$ cat src/hw/timer16_pkg.sv
// timer16_pkg: register map, field positions, encodings and bus carriers
// for the 16-bit compare timer; assumes byte addresses on a 32-bit Avalon bus.
package timer16_pkg;

   ////////////////////////////////////////////////////////////////////////////
   // widths
   localparam int unsigned CNT_W   = 16;
   localparam int unsigned ADDR_W  = 8;
   localparam int unsigned DATA_W  = 32;
   localparam int unsigned PRE_W   = 10;
   localparam int unsigned N_CH    = 2;

   ////////////////////////////////////////////////////////////////////////////
   // register byte offsets
   localparam logic [ADDR_W-1:0] OFF_CTRL   = 8'h00;
   localparam logic [ADDR_W-1:0] OFF_ACTION = 8'h04;
   localparam logic [ADDR_W-1:0] OFF_FORCE  = 8'h08;
   localparam logic [ADDR_W-1:0] OFF_COUNT  = 8'h0C;
   localparam logic [ADDR_W-1:0] OFF_CMP_A  = 8'h10;
   localparam logic [ADDR_W-1:0] OFF_CMP_B  = 8'h14;
   localparam logic [ADDR_W-1:0] OFF_CAPT   = 8'h18;
   localparam logic [ADDR_W-1:0] OFF_FLAGS  = 8'h1C;
   localparam logic [ADDR_W-1:0] OFF_PORT   = 8'h20;
   localparam logic [ADDR_W-1:0] OFF_STATUS = 8'h24;

   ////////////////////////////////////////////////////////////////////////////
   // field positions
   localparam int unsigned CTRL_MODE_LSB = 0;   // waveform_mode_select, 4 bits
   localparam int unsigned CTRL_CLK_LSB  = 4;   // clock select, 3 bits
   localparam int unsigned ACT_A_LSB     = 0;   // compare_output_action_a
   localparam int unsigned ACT_B_LSB     = 2;   // compare_output_action_b
   localparam int unsigned FORCE_A_BIT   = 0;   // force_compare_strobe bits
   localparam int unsigned FLAG_OVF_BIT  = 0;
   localparam int unsigned FLAG_CMP_LSB  = 1;   // compare_flag_a, then b
   localparam int unsigned FLAG_CAPT_BIT = 3;
   localparam int unsigned PORT_VAL_LSB  = 0;   // port output value a, b
   localparam int unsigned PORT_DIR_LSB  = 2;   // output_pin_direction_bit a, b
   localparam int unsigned STAT_STATE_LSB = 0;  // compare_output_state a, b
   localparam int unsigned STAT_PIN_LSB   = 2;  // pin level driven a, b

   ////////////////////////////////////////////////////////////////////////////
   // encodings
   localparam logic [3:0] MODE_NORMAL   = 4'h0;
   localparam logic [3:0] MODE_CTC_CMP  = 4'h4;
   localparam logic [3:0] MODE_CTC_CAPT = 4'hC;

   localparam logic [1:0] ACT_NONE   = 2'h0;
   localparam logic [1:0] ACT_TOGGLE = 2'h1;
   localparam logic [1:0] ACT_CLEAR  = 2'h2;
   localparam logic [1:0] ACT_SET    = 2'h3;

   localparam logic [2:0] CLK_STOP    = 3'h0;
   localparam logic [2:0] CLK_DIV1    = 3'h1;
   localparam logic [2:0] CLK_DIV8    = 3'h2;
   localparam logic [2:0] CLK_DIV64   = 3'h3;
   localparam logic [2:0] CLK_DIV256  = 3'h4;
   localparam logic [2:0] CLK_DIV1024 = 3'h5;

   localparam logic [PRE_W-1:0] PRE_MASK_8    = 10'h007;
   localparam logic [PRE_W-1:0] PRE_MASK_64   = 10'h03F;
   localparam logic [PRE_W-1:0] PRE_MASK_256  = 10'h0FF;
   localparam logic [PRE_W-1:0] PRE_MASK_1024 = 10'h3FF;

   ////////////////////////////////////////////////////////////////////////////
   // reset values
   localparam logic [CNT_W-1:0]  COUNT_RST = 16'h0000;
   localparam logic [N_CH-1:0]   STATE_RST = 2'h0;
   localparam logic [DATA_W-1:0] DATA_ZERO = 32'h0000_0000;

   ////////////////////////////////////////////////////////////////////////////
   // carriers
   typedef struct packed {
      logic              read;
      logic              write;
      logic [ADDR_W-1:0] address;
      logic [DATA_W-1:0] writedata;
   } avmm_req_s;

   typedef struct packed {
      logic [N_CH-1:0] out;
      logic [N_CH-1:0] oe_n;
   } pin_drive_s;

   typedef enum logic {PH_IDLE, PH_ANSWER} bus_phase_e;

endpackage

$ cat src/hw/timer16_compare_output.sv
// timer16_compare_output: 16-bit timer with Normal and clear-on-match
// modes, two compare channels and their output states with port override.
// assumes an Avalon-MM master on clk_sys and a port pad that resolves
// its level from out and an active-low enable.
//
// Design decisions made here: the placing of the registers and register access over Avalon-MM.
`timescale 1ns/1ps

// What this block does
// - reset clears compare output state to zero
// - nonzero action overrides port value with state
// - port direction bit still gates the pin
// - state settable before pin output is enabled
// - action field never touches capture unit
// - action zero leaves state unchanged on match
// - new action reaches state at next match or force
// - force strobe applies action now, non-PWM
// - counting depends only on waveform mode
// - action selects set, clear or toggle
// - mode 0 counts up, wraps FFFF to 0
// - Normal: overflow flag set as count hits zero
// - hardware only sets overflow; service clears it
// - Normal: count writable any time
// - mode 4/12 clear at compare A / capture
// - top match raises compare A or capture flag
// - unbuffered top; missed top runs to wrap
// - clear-on-match, action 1 toggles state A
// - toggle rate clk/(2*N*(1+compare A))
// - clear-on-match: overflow on MAX to zero
// - compare match sets flag next timer tick
// - force skips flag and counter clear
module timer16_compare_output #(
   parameter int unsigned CNT_W = timer16_pkg::CNT_W
) (
   // clock and reset
   input  wire logic                          clk_sys,
   input  wire logic                          resetn,
   // register bus
   input  wire timer16_pkg::avmm_req_s        avs_req,
   output logic [timer16_pkg::DATA_W-1:0]     avs_readdata,
   output logic                               avs_waitrequest,
   // overflow interrupt execution acknowledge
   input  wire logic                          overflow_service,
   // compare output pins and internal states
   output timer16_pkg::pin_drive_s            pin_drive,
   output logic [timer16_pkg::N_CH-1:0]       compare_output_state
);

   ////////////////////////////////////////////////////////////////////////////
   // elaboration check: counter fits the 32-bit data path
   if (CNT_W < 2 || CNT_W > timer16_pkg::DATA_W) begin : g_bad_width
      $error("timer16_compare_output: CNT_W out of range");
   end

   localparam int unsigned NC = timer16_pkg::N_CH;
   localparam logic [CNT_W-1:0] CNT_MAX = {CNT_W{1'b1}};
   localparam logic [CNT_W-1:0] CNT_ONE = CNT_W'(1);

   ////////////////////////////////////////////////////////////////////////////
   // declarations
   timer16_pkg::bus_phase_e          phase_r;
   logic [3:0]                       mode_r;
   logic [2:0]                       clk_sel_r;
   logic [2*NC-1:0]                  action_r;
   logic [CNT_W-1:0]                 count_r;
   logic [CNT_W-1:0]                 count_nxt;
   logic [CNT_W-1:0]                 cmp_r [NC];
   logic [CNT_W-1:0]                 capture_r;
   logic                             ovf_flag_r;
   logic [NC-1:0]                    cmp_flag_r;
   logic                             capt_flag_r;
   logic [NC-1:0]                    port_val_r;
   logic [NC-1:0]                    port_dir_r;
   logic [NC-1:0]                    state_r;
   logic [NC-1:0]                    state_nxt;
   logic [timer16_pkg::PRE_W-1:0]    pre_r;
   logic                             block_r;
   logic                             tick;
   logic                             non_pwm;
   logic                             clear_on_match_mode;
   logic [CNT_W-1:0]                 top;
   logic                             top_match;
   logic [NC-1:0]                    match;
   logic                             bus_req;
   logic                             wr_en;
   logic [timer16_pkg::DATA_W-1:0]   wdata;
   logic [timer16_pkg::DATA_W-1:0]   rd_mux;

   assign bus_req = avs_req.read | avs_req.write;
   assign wdata   = avs_req.writedata;
   // writes land on the edge where waitrequest is seen low
   assign wr_en   = avs_req.write & (phase_r == timer16_pkg::PH_ANSWER);

   function automatic logic wr_hit(input logic [timer16_pkg::ADDR_W-1:0] off);
      wr_hit = wr_en & (avs_req.address == off);
   endfunction

   // action applied to a current output state
   function automatic logic apply_action(input logic [1:0] act, input logic cur);
      case (act)
         timer16_pkg::ACT_TOGGLE: apply_action = ~cur;
         timer16_pkg::ACT_CLEAR:  apply_action = 1'b0;
         timer16_pkg::ACT_SET:    apply_action = 1'b1;
         default:                 apply_action = cur;
      endcase
   endfunction

   ////////////////////////////////////////////////////////////////////////////
   // bus handshake: one wait cycle, then answer for one cycle
   always_ff @(posedge clk_sys or negedge resetn) begin
      if (!resetn) begin
         phase_r         <= timer16_pkg::PH_IDLE;
         avs_waitrequest <= 1'b1;
      end else begin
         case (phase_r)
            timer16_pkg::PH_IDLE: begin
               if (bus_req) begin
                  phase_r         <= timer16_pkg::PH_ANSWER;
                  avs_waitrequest <= 1'b0;
               end
            end
            timer16_pkg::PH_ANSWER: begin
               phase_r         <= timer16_pkg::PH_IDLE;
               avs_waitrequest <= 1'b1;
            end
            default: begin
               phase_r         <= timer16_pkg::PH_IDLE;
               avs_waitrequest <= 1'b1;
            end
         endcase
      end
   end

   // read mux; unmapped offsets read zero
   always_comb begin
      rd_mux = timer16_pkg::DATA_ZERO;
      case (avs_req.address)
         timer16_pkg::OFF_CTRL: begin
            rd_mux[timer16_pkg::CTRL_MODE_LSB +: 4] = mode_r;
            rd_mux[timer16_pkg::CTRL_CLK_LSB +: 3]  = clk_sel_r;
         end
         timer16_pkg::OFF_ACTION: rd_mux[2*NC-1:0] = action_r;
         timer16_pkg::OFF_COUNT:  rd_mux[CNT_W-1:0] = count_r;
         timer16_pkg::OFF_CMP_A:  rd_mux[CNT_W-1:0] = cmp_r[0];
         timer16_pkg::OFF_CMP_B:  rd_mux[CNT_W-1:0] = cmp_r[1];
         timer16_pkg::OFF_CAPT:   rd_mux[CNT_W-1:0] = capture_r;
         timer16_pkg::OFF_FLAGS: begin
            rd_mux[timer16_pkg::FLAG_OVF_BIT]          = ovf_flag_r;
            rd_mux[timer16_pkg::FLAG_CMP_LSB +: NC]    = cmp_flag_r;
            rd_mux[timer16_pkg::FLAG_CAPT_BIT]         = capt_flag_r;
         end
         timer16_pkg::OFF_PORT: begin
            rd_mux[timer16_pkg::PORT_VAL_LSB +: NC] = port_val_r;
            rd_mux[timer16_pkg::PORT_DIR_LSB +: NC] = port_dir_r;
         end
         timer16_pkg::OFF_STATUS: begin
            rd_mux[timer16_pkg::STAT_STATE_LSB +: NC] = state_r;
            rd_mux[timer16_pkg::STAT_PIN_LSB +: NC]   = pin_drive.out;
         end
         default: rd_mux = timer16_pkg::DATA_ZERO;
      endcase
   end

   // read data captured during the wait cycle, stands in the answer cycle
   always_ff @(posedge clk_sys or negedge resetn) begin
      if (!resetn) begin
         avs_readdata <= timer16_pkg::DATA_ZERO;
      end else if (avs_req.read && phase_r == timer16_pkg::PH_IDLE) begin
         avs_readdata <= rd_mux;
      end
   end

   ////////////////////////////////////////////////////////////////////////////
   // configuration registers
   always_ff @(posedge clk_sys or negedge resetn) begin
      if (!resetn) begin
         mode_r     <= timer16_pkg::MODE_NORMAL;
         clk_sel_r  <= timer16_pkg::CLK_STOP;
         action_r   <= '0;
         port_val_r <= '0;
         port_dir_r <= '0;
      end else begin
         if (wr_hit(timer16_pkg::OFF_CTRL)) begin
            mode_r    <= wdata[timer16_pkg::CTRL_MODE_LSB +: 4];
            clk_sel_r <= wdata[timer16_pkg::CTRL_CLK_LSB +: 3];
         end
         // stored now; selects the pin override at once, applied to the state at a match or force strobe
         if (wr_hit(timer16_pkg::OFF_ACTION)) begin
            action_r <= wdata[2*NC-1:0];
         end
         if (wr_hit(timer16_pkg::OFF_PORT)) begin
            port_val_r <= wdata[timer16_pkg::PORT_VAL_LSB +: NC];
            port_dir_r <= wdata[timer16_pkg::PORT_DIR_LSB +: NC];
         end
      end
   end

   // compare and capture values, written straight, no double buffer
   always_ff @(posedge clk_sys or negedge resetn) begin
      if (!resetn) begin
         cmp_r[0]  <= timer16_pkg::COUNT_RST;
         cmp_r[1]  <= timer16_pkg::COUNT_RST;
         capture_r <= timer16_pkg::COUNT_RST;
      end else begin
         if (wr_hit(timer16_pkg::OFF_CMP_A)) begin
            cmp_r[0] <= wdata[CNT_W-1:0];
         end
         if (wr_hit(timer16_pkg::OFF_CMP_B)) begin
            cmp_r[1] <= wdata[CNT_W-1:0];
         end
         if (wr_hit(timer16_pkg::OFF_CAPT)) begin
            capture_r <= wdata[CNT_W-1:0];
         end
      end
   end

   ////////////////////////////////////////////////////////////////////////////
   // prescaler: timer tick every N system clocks
   always_ff @(posedge clk_sys or negedge resetn) begin
      if (!resetn) begin
         pre_r <= '0;
      end else begin
         pre_r <= pre_r + 10'h001;
      end
   end

   always_comb begin
      case (clk_sel_r)
         timer16_pkg::CLK_DIV1:    tick = 1'b1;
         timer16_pkg::CLK_DIV8:    tick = &(pre_r | ~timer16_pkg::PRE_MASK_8);
         timer16_pkg::CLK_DIV64:   tick = &(pre_r | ~timer16_pkg::PRE_MASK_64);
         timer16_pkg::CLK_DIV256:  tick = &(pre_r | ~timer16_pkg::PRE_MASK_256);
         timer16_pkg::CLK_DIV1024: tick = &(pre_r | ~timer16_pkg::PRE_MASK_1024);
         default:                  tick = 1'b0;
      endcase
   end

   ////////////////////////////////////////////////////////////////////////////
   // counting: only the waveform mode steers it
   assign non_pwm = (mode_r == timer16_pkg::MODE_NORMAL) |
                    (mode_r == timer16_pkg::MODE_CTC_CMP) |
                    (mode_r == timer16_pkg::MODE_CTC_CAPT);
   assign clear_on_match_mode     = (mode_r == timer16_pkg::MODE_CTC_CMP) |
                    (mode_r == timer16_pkg::MODE_CTC_CAPT);
   // top source picked by mode, never by the action field
   assign top       = (mode_r == timer16_pkg::MODE_CTC_CAPT) ? capture_r : cmp_r[0];
   assign top_match = clear_on_match_mode & ~block_r & (count_r == top);

   always_comb begin
      count_nxt = count_r;
      if (tick) begin
         if (top_match) begin
            count_nxt = timer16_pkg::COUNT_RST;
         end else begin
            count_nxt = count_r + CNT_ONE;
         end
      end
      if (wr_hit(timer16_pkg::OFF_COUNT)) begin
         count_nxt = wdata[CNT_W-1:0];
      end
   end

   always_ff @(posedge clk_sys or negedge resetn) begin
      if (!resetn) begin
         count_r <= timer16_pkg::COUNT_RST;
      end else begin
         count_r <= count_nxt;
      end
   end

   // a count write masks compares for the following timer tick
   always_ff @(posedge clk_sys or negedge resetn) begin
      if (!resetn) begin
         block_r <= 1'b0;
      end else if (wr_hit(timer16_pkg::OFF_COUNT)) begin
         block_r <= 1'b1;
      end else if (tick) begin
         block_r <= 1'b0;
      end
   end

   ////////////////////////////////////////////////////////////////////////////
   // per channel compare match and output state
   for (genvar ch = 0; ch < NC; ch++) begin : g_ch
      assign match[ch] = ~block_r & (count_r == cmp_r[ch]);

      always_comb begin
         state_nxt[ch] = state_r[ch];
         if (non_pwm && tick && match[ch]) begin
            state_nxt[ch] = apply_action(action_r[2*ch +: 2], state_r[ch]);
         end
         if (non_pwm && wr_hit(timer16_pkg::OFF_FORCE) &&
             wdata[timer16_pkg::FORCE_A_BIT + ch]) begin
            state_nxt[ch] = apply_action(action_r[2*ch +: 2], state_r[ch]);
         end
      end

      // state kept whatever the pin direction, so it can be preset
      always_ff @(posedge clk_sys or negedge resetn) begin
         if (!resetn) begin
            state_r[ch] <= timer16_pkg::STATE_RST[ch];
         end else begin
            state_r[ch] <= state_nxt[ch];
         end
      end

      // port override and direction; pad enable is active low
      always_ff @(posedge clk_sys or negedge resetn) begin
         if (!resetn) begin
            pin_drive.out[ch]  <= 1'b0;
            pin_drive.oe_n[ch] <= 1'b1;
         end else begin
            pin_drive.out[ch]  <= (action_r[2*ch +: 2] != timer16_pkg::ACT_NONE) ?
                                  state_nxt[ch] : port_val_r[ch];
            pin_drive.oe_n[ch] <= ~port_dir_r[ch];
         end
      end
   end

   always_ff @(posedge clk_sys or negedge resetn) begin
      if (!resetn) begin
         compare_output_state <= timer16_pkg::STATE_RST;
      end else begin
         compare_output_state <= state_nxt;
      end
   end

   ////////////////////////////////////////////////////////////////////////////
   // flags: hardware sets, write-one clears, set wins over clear
   always_ff @(posedge clk_sys or negedge resetn) begin
      if (!resetn) begin
         ovf_flag_r <= 1'b0;
      end else if (tick && count_r == CNT_MAX) begin
         ovf_flag_r <= 1'b1;
      end else if (overflow_service ||
                   (wr_hit(timer16_pkg::OFF_FLAGS) && wdata[timer16_pkg::FLAG_OVF_BIT])) begin
         ovf_flag_r <= 1'b0;
      end
   end

   // compare flags set at the tick that evaluates the match
   for (genvar ch = 0; ch < NC; ch++) begin : g_flag
      always_ff @(posedge clk_sys or negedge resetn) begin
         if (!resetn) begin
            cmp_flag_r[ch] <= 1'b0;
         end else if (tick && match[ch]) begin
            cmp_flag_r[ch] <= 1'b1;
         end else if (wr_hit(timer16_pkg::OFF_FLAGS) &&
                      wdata[timer16_pkg::FLAG_CMP_LSB + ch]) begin
            cmp_flag_r[ch] <= 1'b0;
         end
      end
   end

   // capture flag marks top when the capture value defines it;
   // action bits take no part here
   always_ff @(posedge clk_sys or negedge resetn) begin
      if (!resetn) begin
         capt_flag_r <= 1'b0;
      end else if (tick && top_match && mode_r == timer16_pkg::MODE_CTC_CAPT) begin
         capt_flag_r <= 1'b1;
      end else if (wr_hit(timer16_pkg::OFF_FLAGS) && wdata[timer16_pkg::FLAG_CAPT_BIT]) begin
         capt_flag_r <= 1'b0;
      end
   end

endmodule

$ cat config.mk
export PLATFORM = sky130hd
export DESIGN_NAME = timer16_compare_output
export DESIGN_NICKNAME = d
export VERILOG_FILES = /design/src/hw/timer16_pkg.sv /design/src/hw/timer16_compare_output.sv
export SDC_FILE = /design/constraint.sdc
export NUM_CORES = 1
export LEC_CHECK = 0
export ABC_AREA = 1
export BUFFER_PORTS_ARGS = -buffer_cell sky130_fd_sc_hd__buf_2
export CAP_MARGIN = 20
export CORE_UTILIZATION = 35
export CTS_CLUSTER_DIAMETER = 50
export CTS_CLUSTER_SIZE = 16
export DETAILED_ROUTE_END_ITERATION = 7
export PLACE_DENSITY = 0.54
export SYNTH_ARGS = -nofsm -noshare
export SYNTH_HDL_FRONTEND = slang
export SYNTH_SLANG_ARGS = --single-unit
export TNS_END_PERCENT = 20
$ cat constraint.sdc
create_clock -name clk_sys -period 2 [get_ports clk_sys]
set_input_delay 0.3 -clock clk_sys [delete_from_list [all_inputs] [get_ports clk_sys]]
set_output_delay 0.3 -clock clk_sys [all_outputs]
set_load 0.01 [all_outputs]
# ---- Word level (Yosys, flattened, before mapping)
# Index checks and enable logic that the tools add are counted.
dict set report classes {
  add_sub_neg 2
  n_eq_ne 27
  mux 30
  n_bitwise 24
  reduce_logical 30
}
# op count
set op_table {}
lappend op_table {{16-bit two-way mux} 4}
lappend op_table {{16-bit equality test} 3}
lappend op_table {{4-bit case mux with 9 select lines} 1}
lappend op_table {{9-bit case mux with 4 select lines} 1}
lappend op_table {{8-bit by 5-bit equality test with 1-bit output, second input constant} 4}
lappend op_table {{1-bit two-way mux} 18}
lappend op_table {{16-bit by 1-bit adder with 16-bit output, second input constant} 1}
lappend op_table {{16-bit equality test, second input constant} 1}
lappend op_table {{8-bit by 4-bit equality test with 1-bit output, second input constant} 2}
lappend op_table {{8-bit by 6-bit equality test with 1-bit output, second input constant} 2}
lappend op_table {{1-bit logical AND} 16}
lappend op_table {{3-bit case mux with 5 select lines} 1}
lappend op_table {{1-bit bitwise AND} 14}
lappend op_table {{2-bit nonzero test} 7}
lappend op_table {{10-bit by 1-bit adder with 10-bit output, second input constant} 1}
lappend op_table {{10-bit AND reduction} 1}
lappend op_table {{2-bit equality test, second input constant} 4}
lappend op_table {{8-bit by 3-bit equality test with 1-bit output, second input constant} 1}
lappend op_table {{8-bit logical NOT} 1}
lappend op_table {{8-bit AND reduction} 1}
lappend op_table {{3-bit by 2-bit equality test with 1-bit output, second input constant} 2}
lappend op_table {{3-bit equality test, second input constant} 2}
lappend op_table {{1-bit NOT} 6}
lappend op_table {{1-bit case mux with 3 select lines} 2}
lappend op_table {{12 further kinds} 17}
dict set report word_totals {
  reg_bits 120
  out_inout_bits 39
  word_cells 138
}

# ---- Logic depth before layout (Yosys ltp)
# Gate-level depths: netlist (run 1).
dict set report logic_depth {
  depth_word 8
  depth_mapped 15
  depth_no_buf 15
}

# ---- Least setup slack after synthesis (run 1)
# No wires, ideal clock.
dict set report synth_timing {
  kind {register -> register}
  startpoint {register mode_r[1]}
  endpoint {register count_r[7]}
  setup_ns 0.117
  t_arrival_ns 1.588
  t_required_ns 1.883
  setup_slack_ns 0.296
  stages_incl_launch_ff 13
  period_less_slack_ns 1.704
  cell_sequence {dfrtp_1 -> nor2_4 -> buf_6 -> nand3_1 -> nand3_1 -> nand2_1 -> nor2_1 -> nand2_1 -> nor2_2 -> nand3_4 -> buf_8 -> nand3_2 -> nand2_1}
}
dict set report synth_via {
  elab_chain_cells 7
}
# item line_no
set synth_rtl {}
lappend synth_rtl {{start, declared} timer16_compare_output.sv:62} ;# logic [3:0] mode_r;
lappend synth_rtl {{start signal, assigned} timer16_compare_output.sv:177} ;# mode_r <= timer16_pkg::MODE_NORMAL;
lappend synth_rtl {{start signal, assigned} timer16_compare_output.sv:184} ;# mode_r <= wdata[timer16_pkg::CTRL_MODE_LSB +: 4];
lappend synth_rtl {{4-bit equality test or 4-bit by 3-bit equality test with 1-bit output (tied branches)} {timer16_compare_output.sv:244, timer16_compare_output.sv:246, timer16_compare_output.sv:243}}
lappend synth_rtl {{16-bit two-way mux or 1-bit bitwise OR (tied branches)} {timer16_compare_output.sv:246, timer16_compare_output.sv:243}}
lappend synth_rtl {{16-bit equality test or 1-bit bitwise AND (tied branches)} timer16_compare_output.sv:247} ;# assign top_match = clear_on_match_mode & ~block_r & (count_r == top);
lappend synth_rtl {{1-bit bitwise AND *} timer16_compare_output.sv:247}
lappend synth_rtl {{16-bit two-way mux *} timer16_compare_output.sv:252} ;# if (top_match) begin
lappend synth_rtl {{16-bit two-way mux *} timer16_compare_output.sv:251} ;# if (tick) begin
lappend synth_rtl {{16-bit two-way mux *} timer16_compare_output.sv:258} ;# if (wr_hit(timer16_pkg::OFF_COUNT)) begin
lappend synth_rtl {{end signal, assigned} timer16_compare_output.sv:265} ;# count_r <= timer16_pkg::COUNT_RST;
lappend synth_rtl {{end signal, assigned} timer16_compare_output.sv:267} ;# count_r <= count_nxt;
lappend synth_rtl {{end, declared} timer16_compare_output.sv:65} ;# logic [CNT_W-1:0] count_r;
# Every way passes the cells marked *; elsewhere a longest branch is shown, timed or not. The select of a mux whose other input is x is not followed.
# A chain may end at the register's enable or synchronous reset.

# ---- Worst setup path after layout (run 1)
dict set report layout_timing {
  startpoint {register mode_r[0]}
  endpoint {register count_r[2]}
}
# The elaborated chain is that of the path after synthesis.

==> impl_metrics.yaml, run 1 <==
run_status:
  status: "complete, no violations"
placed_design:
  hpwl_mm: 16.1
  port_buffers: 51
  place_inst: 1294
  gp_congestion: 0.909
  dp_worst_setup_slack_ns: 0.0343
sta:
  fin_ws_ns: 0.0248
  relSlewSlack: 0.613
  finalHoldViolations: 0
  setup_viol: 0
  clock_skew_ns: 0.0103
  fin_crit_sh: 0.988
  fin_crit_ns: 1.98
  max_clock_freq_mhz: 506
  worst_pin_slew_ns: 0.581
  fin_tns_setup_ns: 0
  rsz0062_at_grt: "true"
  slew_viol_final: 0
floorplanning:
  num_io_pins: 84
  core_area_um2: 19500
  dieWidth_um: 143
  initial_core_util: 0.359
  die-area_um2: 20600
  die_y_um: 143
  num_rows: 51
critical_path:
  slowest_delay_ns: 0.41
  crit_type: "reg -> reg"
  path_max_fanout: 16
  cp-start-kind: "flop"
  critical_path.cell_chain: "nor2_4 > buf_4 > buf_6 > nand3_1 > nand3_1 > nand2_1 > nor2_2 > nand2_1 > nor2_2 > nand3_4 > buf_12 > nand3_1 > nand2_1"
  critPathTopFamily: "simple AND/OR/NAND/NOR gates"
  r2r_setup_slack_ns: 0.02
  cp.buffers_inverters: 3
  cp.required_ns: 2.31
  end_kind: "flop"
  arrival_ns: 2.29
  slowest_stage: "dfrtp_1"
synthesis:
  synth_area_leaders: "dfrtp_1 41%, nand2_1 15%, o21ai_0 7.5%, inv_1 6.2%, nand3_1 5.3%"
  mappedNetlistArea_um2: 7010
  netlist-cell-type-count: 41
  synth_edf_count: 0
  yosys.area.top_type: "dfrtp_1"
  netlist_instances: 959
  ys_ff_latch: 118
  async_reset_ff_frac: 1.00
  yosys_warnings: 0
  seq_area_frac_synth: 0.422
  syn_avg_cell_area_um2: 7.31
  synth_ff_type: "dfrtp_1"
  synthDominantCellAreaShare: 0.411
clock_network:
  clk_path_buf_depth: 2
  h-tree-depth: 4
  cts.sinks: 118
  clkTransAtPathRegs_ns: 0.06
  cts_tree: "yes"
  cts_made_buffers: 17
  clock_latency_ns: 0.43
  clock-root-buffer: "clkbuf_16"
drt:
  drc_errors: 0
  topRoutingLayerUsed: "met4"
  avgViaCountPerCell: 5.02
  postRouteAntennaNets: 0
  finalWirelength_mm: 22.2
  post_drt_wl_per_cell_um: 16.6
  dr.pass1.iters: 6
  wirelength_met1_mm: 10.5
  met2_length_mm: 9.76
  dr_wl_met3_mm: 1.70
  first_iter_violations: 614
  vias: 6722
layout:
  final_net_count: 1109
  syn2layout_area_growth_pct: 22.4
  most-common-layout-cells: "279 x nand2_1, 115 x inv_1, 113 x dfrtp_1, 105 x o21ai_0, 73 x nand3_1"
  final_common_cell: "nand2_1"
  antennaDiodeCount: 0
  fillerInstances: 2044
  drive_gt1_frac: 0.185
  regArea_um2: 2960
  multiInputGateArea_um2: 3370
  stdcell_count: 1339
grt:
  grt_overflow: 0
  grt_pass1_vias: 6191
  grt_start_max_net_pins: 37
  grt_util_all_layers: 0.228
  grt_pass1_wl_mm: 34.6
  antenna_found_initial: 0
power:
  leakagePower_uw: 0.00413
  power_density_nw_per_um2: 789
  ir_drop_mv: 0.545
job:
  cap_violations: 0
min_path:
  min_path_type: "in -> reg"
-- sequential cells by signal (all words and copies together) (netlist names), 3 cells and up --
signal	count
cmp_r	32
avs_readdata	16
capture_r	16
count_r	16
pre_r	10
action_r	4
mode_r	4
pin_drive	4
clk_sel_r	3
-- cell families after synthesis --
| logic type | after synthesis | share of synthesized area |
|---|---|---|
| and+or+nand+nor | 474 | 0.306 |
| other | 1 | 0.000535 |
| DFF | 118 | 0.422 |
| adders and majority gates | 3 | 0.00536 |
| AOI/OAI and AO/OA | 166 | 0.128 |
| xor gates and xnor gates | 22 | 0.0275 |
| buffers and inverters | 175 | 0.111 |
-- routing by layer --
metal	vias to the layer above	global-route usage
met4	0	0.0806
met2	234	0.330
met1	3175	0.325
met3	31	0.0580
li1	3282	-
met5	-	0
-- per-stage QoR --
step | cell area (um2) | hold slack, ns | total power [uW] | utilization
6_report | 8570 | 0.101 | 6760 | 0.439
5_1_grt | 8570 | 0.0793 | 7070 | 0.439
4_1_cts | 8430 | 0.0827 | 6790 | 0.432
3_5_place_dp | 7840 | 0.333 | 3740 | 0.401
3_3_place_gp | 7840 | 0.329 | 3730 | 0.401
2_1_floorplan | 7060 | 0.00441 | 3320 | -
-- final timing paths --
path                                           start                  endpoint  depth (start not counted)
setup reg to reg               mode_r[0]$_DFFE_PN0P_    count_r[2]$_DFFE_PN0P_                         13
setup / recovery               mode_r[0]$_DFFE_PN0P_    count_r[2]$_DFFE_PN0P_                         13
hold reg to reg            port_dir_r[0]$_DFFE_PN0P_    pin_drive[0]$_DFF_PN1_                          1
min in group asynchronous                     resetn   action_r[1]$_DFFE_PN0P_                          2
max in group asynchronous                     resetn  capture_r[6]$_DFFE_PN0P_                          3
hold / removal                      overflow_service    ovf_flag_r$_DFFE_PN0P_                          2
-- Yosys cell counts, drive strengths merged (13+ instances only) --
cell,count
nand2,290
inv,122
dfrtp,115
o21ai,109
nand3,85
nor2,65
o22ai,34
buf,32
clkbuf,19
a21oi,18
nor3,16
nand4,13
-- what timing repair did --
item	in CTS	in global routing
hold endpoints to repair	30	0
setup endpoints to repair	0	21
hold buffers	1	0
buffers inserted	0	9
resized for setup	0	9
-- area by class of cell --
cell class	instances	area share
tap	265	0.0387
timing repair buffer	117	0.0994
sequential	118	0.345
inverter	124	0.0552
multi-input combinational	683	0.393
clock buffer	20	0.0533
clock inverter	12	0.0150
-- power breakdown --
part | internal [uW] | total (uW) | switching (uW)
clock network | 1890 | 3040 | 1150
logic | 401 | 1120 | 716
registers | 2500 | 2610 | 107
Power figures use the tool's default switching activity.
==> inputs of run 2 (changes only) <==
--- a/config.mk
+++ b/config.mk
@@ -8,11 +8,13 @@
 export ABC_AREA = 1
 export BUFFER_PORTS_ARGS = -buffer_cell sky130_fd_sc_hd__buf_2
 export CAP_MARGIN = 20
-export CORE_UTILIZATION = 35
+export CELL_PAD_IN_SITES_DETAIL_PLACEMENT = 2
+export CELL_PAD_IN_SITES_GLOBAL_PLACEMENT = 2
+export CORE_UTILIZATION = 34
 export CTS_CLUSTER_DIAMETER = 50
 export CTS_CLUSTER_SIZE = 16
 export DETAILED_ROUTE_END_ITERATION = 7
-export PLACE_DENSITY = 0.54
+export PLACE_DENSITY = 0.82
 export SYNTH_ARGS = -nofsm -noshare
 export SYNTH_HDL_FRONTEND = slang
 export SYNTH_SLANG_ARGS = --single-unit
==> run 2 against run 1 <==
The flow now finishes with violations (negative setup slack). Global-route usage grew 14 points. Sequential share of layout area decreased by 1.5 points. Via count rose by 24%. Die area is 2.9% higher. Cell count is 1.8% higher. Register-to-register slack lost 0.58 ns. Power up 8.5%. Wire length is 91% higher. Highest routed layer is now met5.
==> impl_metrics.yaml, run 2 (synthesized netlist as in run 1, its figures left out) <==
floorplanning:
  die_y_um: 146
  die-area_um2: 21200
  dieWidth_um: 146
  initial_core_util: 0.346
  num_rows: 52
  core_area_um2: 20200
  num_io_pins: 84
layout:
  syn2layout_area_growth_pct: 28.1
  drive_gt1_frac: 0.253
  top_register: "cmp_r"
  final_util: 0.443
  stdcell_count: 1363
  antennaDiodeCount: 0
  postLayoutCellArea_um2: 8970
  largest_reg_flops: 32
  final_net_count: 1128
  most-common-layout-cells: "253 x nand2_1, 112 x inv_1, 111 x dfrtp_1, 103 x o21ai_0, 75 x buf_4"
  final_common_cell: "nand2_1"
  fillerInstances: 2316
power:
  swShare: 0.373
  leakagePower_uw: 0.00423
  power_uw: 7340
  ir_drop_mv: 0.592
  power_density_nw_per_um2: 818
  p_int_uw: 4600
  p_seq_frac: 0.362
  switching_power_uw: 2740
  clkPwrFrac: 0.409
  power_frac_comb: 0.229
sta:
  setup_viol: 23
  rsz0062_at_grt: "true"
  worst_pin_slew_ns: 0.750
  fin_crit_sh: 1.28
  relSlewSlack: 0.495
  finalHoldViolations: 0
  slew_viol_final: 0
  clock_skew_ns: 0.0179
  max_clock_freq_mhz: 392
  fin_tns_setup_ns: -9.45
  fin_crit_ns: 2.55
  fin_ws_ns: -0.554
grt:
  grt_start_max_net_pins: 73
  grt_pass1_wl_mm: 57.6
  grt_util_all_layers: 0.367
  grt_overflow: 0
  antenna_found_initial: 1
  grt_pass1_vias: 9124
drt:
  vias: 8304
  first_iter_violations: 855
  drc_errors: 0
  dr.pass1.iters: 5
  postRouteAntennaNets: 0
  avgViaCountPerCell: 6.09
  finalWirelength_mm: 42.4
  post_drt_wl_per_cell_um: 31.1
critical_path:
  crit_type: "reg -> reg"
  cp.required_ns: 2.32
  cp-start-kind: "flop"
  end_kind: "flop"
  crit_start: "mode_r[3]$_DFFE_PN0P_"
  path_max_fanout: 8
  r2r_start: "mode_r[3]$_DFFE_PN0P_"
  arrival_ns: 2.87
clock_network:
  cts.sinks: 118
  cts_tree: "yes"
  clk_path_buf_depth: 2
  h-tree-depth: 4
  clkTransAtPathRegs_ns: 0.07
  clock_latency_ns: 0.46
  cts_made_buffers: 17
  clock-root-buffer: "clkbuf_16"
placed_design:
  place_inst: 1319
  hpwl_mm: 20.1
  port_buffers: 51
  place_area_um2: 8000
  gp_congestion: 0.817
min_path:
  min_path_type: "in -> reg"
  min-delay-start: "overflow_service"
run_status:
  status: "finished with violations"
  violations: "negative setup slack"
job:
  cap_violations: 0
-- run 2: cell types whose count changed in the layout (fill, tap and decap cells not counted), moves of 4 or more --
| cell | before | now |
|---|---|---|
| nand2_4 | 5 | 9 |
| nand3_1 | 73 | 61 |
| nand2_2 | 7 | 28 |
| nand3_2 | 11 | 19 |
| buf_4 | 58 | 75 |
| nand2_1 | 279 | 253 |
| nor2_1 | 56 | 47 |
| nor3_1 | 13 | 9 |
| nor2_2 | 4 | 8 |
| nand3_4 | 1 | 5 |
| nor2_4 | 4 | 9 |
-- run 2: area by class of cell --
| class | instances | area, um2 | area share |
|---|---|---|---|
| Clock buffer | 21 | 460 | 0.0513 |
| Clock inverter | 11 | 78.8 | 0.00879 |
| Inverter | 124 | 477 | 0.0531 |
| Multi-Input combinational cell | 682 | 3630 | 0.405 |
| Sequential cell | 118 | 2960 | 0.330 |
| Tap cell | 270 | 338 | 0.0377 |
| Timing Repair Buffer | 137 | 1020 | 0.114 |
-- run 2: per-stage QoR --
| step | hold WS, ns | setup WS [ns] |
|---|---|---|
| global route | 0.0753 | -0.550 |
| finish | 0.0611 | -0.554 |
| detailed placement | 0.323 | -0.102 |
| CTS | 0.0619 | -0.136 |
| global placement | 0.315 | 0.0342 |
| floorplan | 0.00441 | 0.296 |
-- run 2: power by group through the flow --
stage	clock, uW	combinational (uW)	sequential (uW)
6_report	3000	1680	2660
5_1_grt	3090	1720	2660
4_1_cts	2980	1380	2620
3_5_place_dp	0	1190	2650
3_3_place_gp	0	1140	2640
2_1_floorplan	0	689	2630
-- run 2: worst paths after layout --
check                                           to  depth (start not counted)  slack [ns]
max                         count_r[0]$_DFFE_PN0P_                         12       -0.55
min                         ovf_flag_r$_DFFE_PN0P_                          2        0.06
max reg2reg                 count_r[0]$_DFFE_PN0P_                         12       -0.55
min reg2reg                 pin_drive[0]$_DFF_PN1_                          1        0.41
max in group asynchronous  count_r[10]$_DFFE_PN0P_                          3        1.15
min in group asynchronous   pin_drive[2]$_DFF_PN0_                          3        0.40
-- run 2: what timing repair did --
item | CTS | global route
resized for setup | 54 | 38
hold buffers | 1 | 0
buffers inserted | 6 | 3
pin swaps | 23 | 16
gates cloned | 2 | 0
hold endpoints to repair | 115 | 0
setup endpoints to repair | 22 | 27
-- run 2: layer usage --
metal  routed length [um]  GRT usage  part of all wire
met3                 3660     0.0906             0.086
met5                    9          0           0.00021
met4                 2970      0.227             0.070
met1                15900      0.425              0.38
met2                19800      0.613              0.47
-- run 2: worst max-delay path, cell delays in order (launching register included) --
cell and delay (ns):
dfrtp_1 0.46, nand2_4 0.15, nor2_4 0.36, nand2_2 0.15, nand3_2 0.11, nand2_1 0.09
nor2_2 0.14, nand2_1 0.10, nor2_4 0.22, nand3_4 0.20, buf_12 0.22, nand3_4 0.07
nand2_2 0.12
==> inputs of run 3 (changes only) <==
--- a/config.mk
+++ b/config.mk
@@ -15,6 +15,8 @@
 export CTS_CLUSTER_SIZE = 16
 export DETAILED_ROUTE_END_ITERATION = 7
 export PLACE_DENSITY = 0.82
+export SKIP_LAST_GASP = 1
+export SLEW_MARGIN = 20
 export SYNTH_ARGS = -nofsm -noshare
 export SYNTH_HDL_FRONTEND = slang
 export SYNTH_SLANG_ARGS = --single-unit
==> run 3 against run 2 <==
The run still ends with negative setup slack left. Clock power about the same. Wire length decreased by 8.7%. Global-route usage grew 0.53 points. Count of clock-buffer cells in the layout unchanged. Clock skew is essentially flat. Combinational power shrank 8%. Via count decreased by 2.7%. Hold slack gained 0.038 ns. Worst setup slack gained 0.19 ns. Register-to-register slack better by 0.19 ns. Core utilization fell by 0.45 points. Critical path type unchanged. Critical endpoint is now count_r[1]$_DFFE_PN0P_. Largest cell class unchanged. Highest routed layer is now met4.
==> impl_metrics.yaml, run 3 (synthesized netlist as in run 1, its figures left out) <==
grt:
  antenna_found_initial: 1
  grt_util_all_layers: 0.373
  grt_start_max_net_pins: 73
  grt_pass1_vias: 9073
  grt_pass1_wl_mm: 58.3
  grt_overflow: 0
layout:
  regArea_um2: 2960
  postLayoutCellArea_um2: 8880
  multiInputGateArea_um2: 3550
  final_net_count: 1126
  most-common-layout-cells: "259 x nand2_1, 113 x inv_1, 112 x dfrtp_1, 103 x o21ai_0, 73 x buf_4"
  top_register: "cmp_r"
  largest_reg_flops: 32
  final_common_cell: "nand2_1"
  drive_gt1_frac: 0.237
  fillerInstances: 2297
  syn2layout_area_growth_pct: 26.8
critical_path:
  path_max_fanout: 8
  r2r_start: "mode_r[0]$_DFFE_PN0P_"
  critPathTopFamily: "simple AND/OR/NAND/NOR gates"
  slowest_stage: "dfrtp_2"
  r2r_setup_slack_ns: -0.37
  cp_num_cells: 13
  cp.buffers_inverters: 3
  arrival_ns: 2.70
  crit_type: "reg -> reg"
  end_kind: "flop"
  r2r_cells: 13
  slowest_delay_ns: 0.44
  timing.rr.end: "count_r[1]$_DFFE_PN0P_"
  cp.required_ns: 2.33
  critical_path.cell_chain: "nor2_4 > buf_12 > buf_8 > nand3_2 > nand3_1 > nand2_1 > nor2_2 > nand2_2 > nor2_4 > nand3_4 > buf_12 > nand3_2 > nand2_1"
  cp-start-kind: "flop"
power:
  leakagePower_uw: 0.00420
  ir_drop_mv: 0.539
  power_density_nw_per_um2: 808
floorplanning:
  die-area_um2: 21200
  initial_core_util: 0.346
  dieWidth_um: 146
  die_y_um: 146
  num_io_pins: 84
  num_rows: 52
  core_area_um2: 20200
placed_design:
  place_area_um2: 8000
  gp_congestion: 0.817
  port_buffers: 51
  hpwl_mm: 20.1
  dp_worst_setup_slack_ns: -0.102
clock_network:
  cts.sinks: 118
  clkTransAtPathRegs_ns: 0.07
  clock_latency_ns: 0.46
  clk_path_buf_depth: 2
  clock-root-buffer: "clkbuf_16"
  cts_tree: "yes"
  h-tree-depth: 4
  cts_made_buffers: 17
sta:
  worst_pin_slew_ns: 0.519
  fin_crit_ns: 2.37
  fin_crit_sh: 1.18
  slew_viol_final: 0
  relSlewSlack: 0.650
  clock_skew_ns: 0.0176
  hold_slack_ns: 0.0994
  setup_viol: 23
  finalHoldViolations: 0
  max_clock_freq_mhz: 422
  fin_ws_ns: -0.368
  rsz0062_at_grt: "true"
min_path:
  min-delay-start: "avs_req[41]"
  holdPathStages: 4
  min_path_type: "in -> reg"
  hold_end: "avs_waitrequest$_DFFE_PN1P_"
job:
  cap_violations: 0
drt:
  drc_errors: 0
  first_iter_violations: 587
  dr.pass1.iters: 5
  postRouteAntennaNets: 0
  vias: 8077
  avgViaCountPerCell: 5.93
  finalWirelength_mm: 38.7
  post_drt_wl_per_cell_um: 28.4
run_status:
  status: "finished with violations"
  violations: "negative setup slack"
==> run 3: layout make-up <==
class                      instances  share of cell area
tap                              270              0.0380
clock buffer                      21              0.0518
timing repair buffer             135               0.114
multi-input combinational        682               0.400
antenna                            1            0.000282
inverter                         124              0.0533
clock inverter                    11             0.00888
sequential                       118               0.333
==> run 3: routing by layer <==
metal	up-vias	wire length, um	global-route usage
met4	0	2470	0.251
met2	497	18400	0.620
met1	4077	14900	0.426
met3	197	2970	0.0912
li1	3306	-	-
met5	-	0	0
==> run 3: stage by stage <==
| stage | setup TNS, ns | utilization | cells | total power, uW |
|---|---|---|---|---|
| 2_1_floorplan | 0 | - | 974 | 3320 |
| 3_3_place_gp | 0 | 0.395 | 1319 | 3780 |
| 6_report | -6.41 | 0.439 | 1362 | 7180 |
| 5_1_grt | -7.02 | 0.439 | 1362 | 7340 |
| 3_5_place_dp | -1.02 | 0.395 | 1319 | 3840 |
| 4_1_cts | -2.03 | 0.436 | 1360 | 6980 |
==> run 3: worst max-delay path by stage <==
stage                                    to  slack, ns              startpoint
CTS                  count_r[4]$_DFFE_PN0P_      -0.14   mode_r[0]$_DFFE_PN0P_
detailed placement   pin_drive[3]$_DFF_PN0_      -0.10      pre_r[1]$_DFF_PN0_
global route         pin_drive[2]$_DFF_PN0_      -0.36  count_r[0]$_DFFE_PN0P_
floorplan            count_r[7]$_DFFE_PN0P_       0.30   mode_r[1]$_DFFE_PN0P_
finish               count_r[1]$_DFFE_PN0P_      -0.37   mode_r[0]$_DFFE_PN0P_
global placement    count_r[13]$_DFFE_PN0P_       0.03      pre_r[1]$_DFF_PN0_
==> run 3: repair_timing <==
action | in CTS | in global routing
hold endpoints to repair | 115 | 0
hold buffers | 1 | 0
gates resized for setup | 50 | 17
pin swaps | 23 | 7
buffers inserted | 6 | 1
setup endpoints to repair | 22 | 22
gates cloned | 2 | 0
==> run 3: worst reg2reg max path: stages, from the launching register on <==
cell	delay, ns
dfrtp_2	0.44
nor2_4	0.15
buf_12	0.17
buf_8	0.16
nand3_2	0.10
nand3_1	0.15
nand2_1	0.12
nor2_2	0.17
nand2_2	0.09
nor2_4	0.13
nand3_4	0.18
buf_12	0.22
nand3_2	0.08
nand2_1	0.09
==> run 3: report_power, final <==
part / leakage, uW / switching, uW / internal [uW]
clock: 0.000251 / 1340 / 1640
sequential: 0.00158 / 143 / 2500
combinational: 0.00237 / 1100 / 446
total: 0.00420 / 2590 / 4590
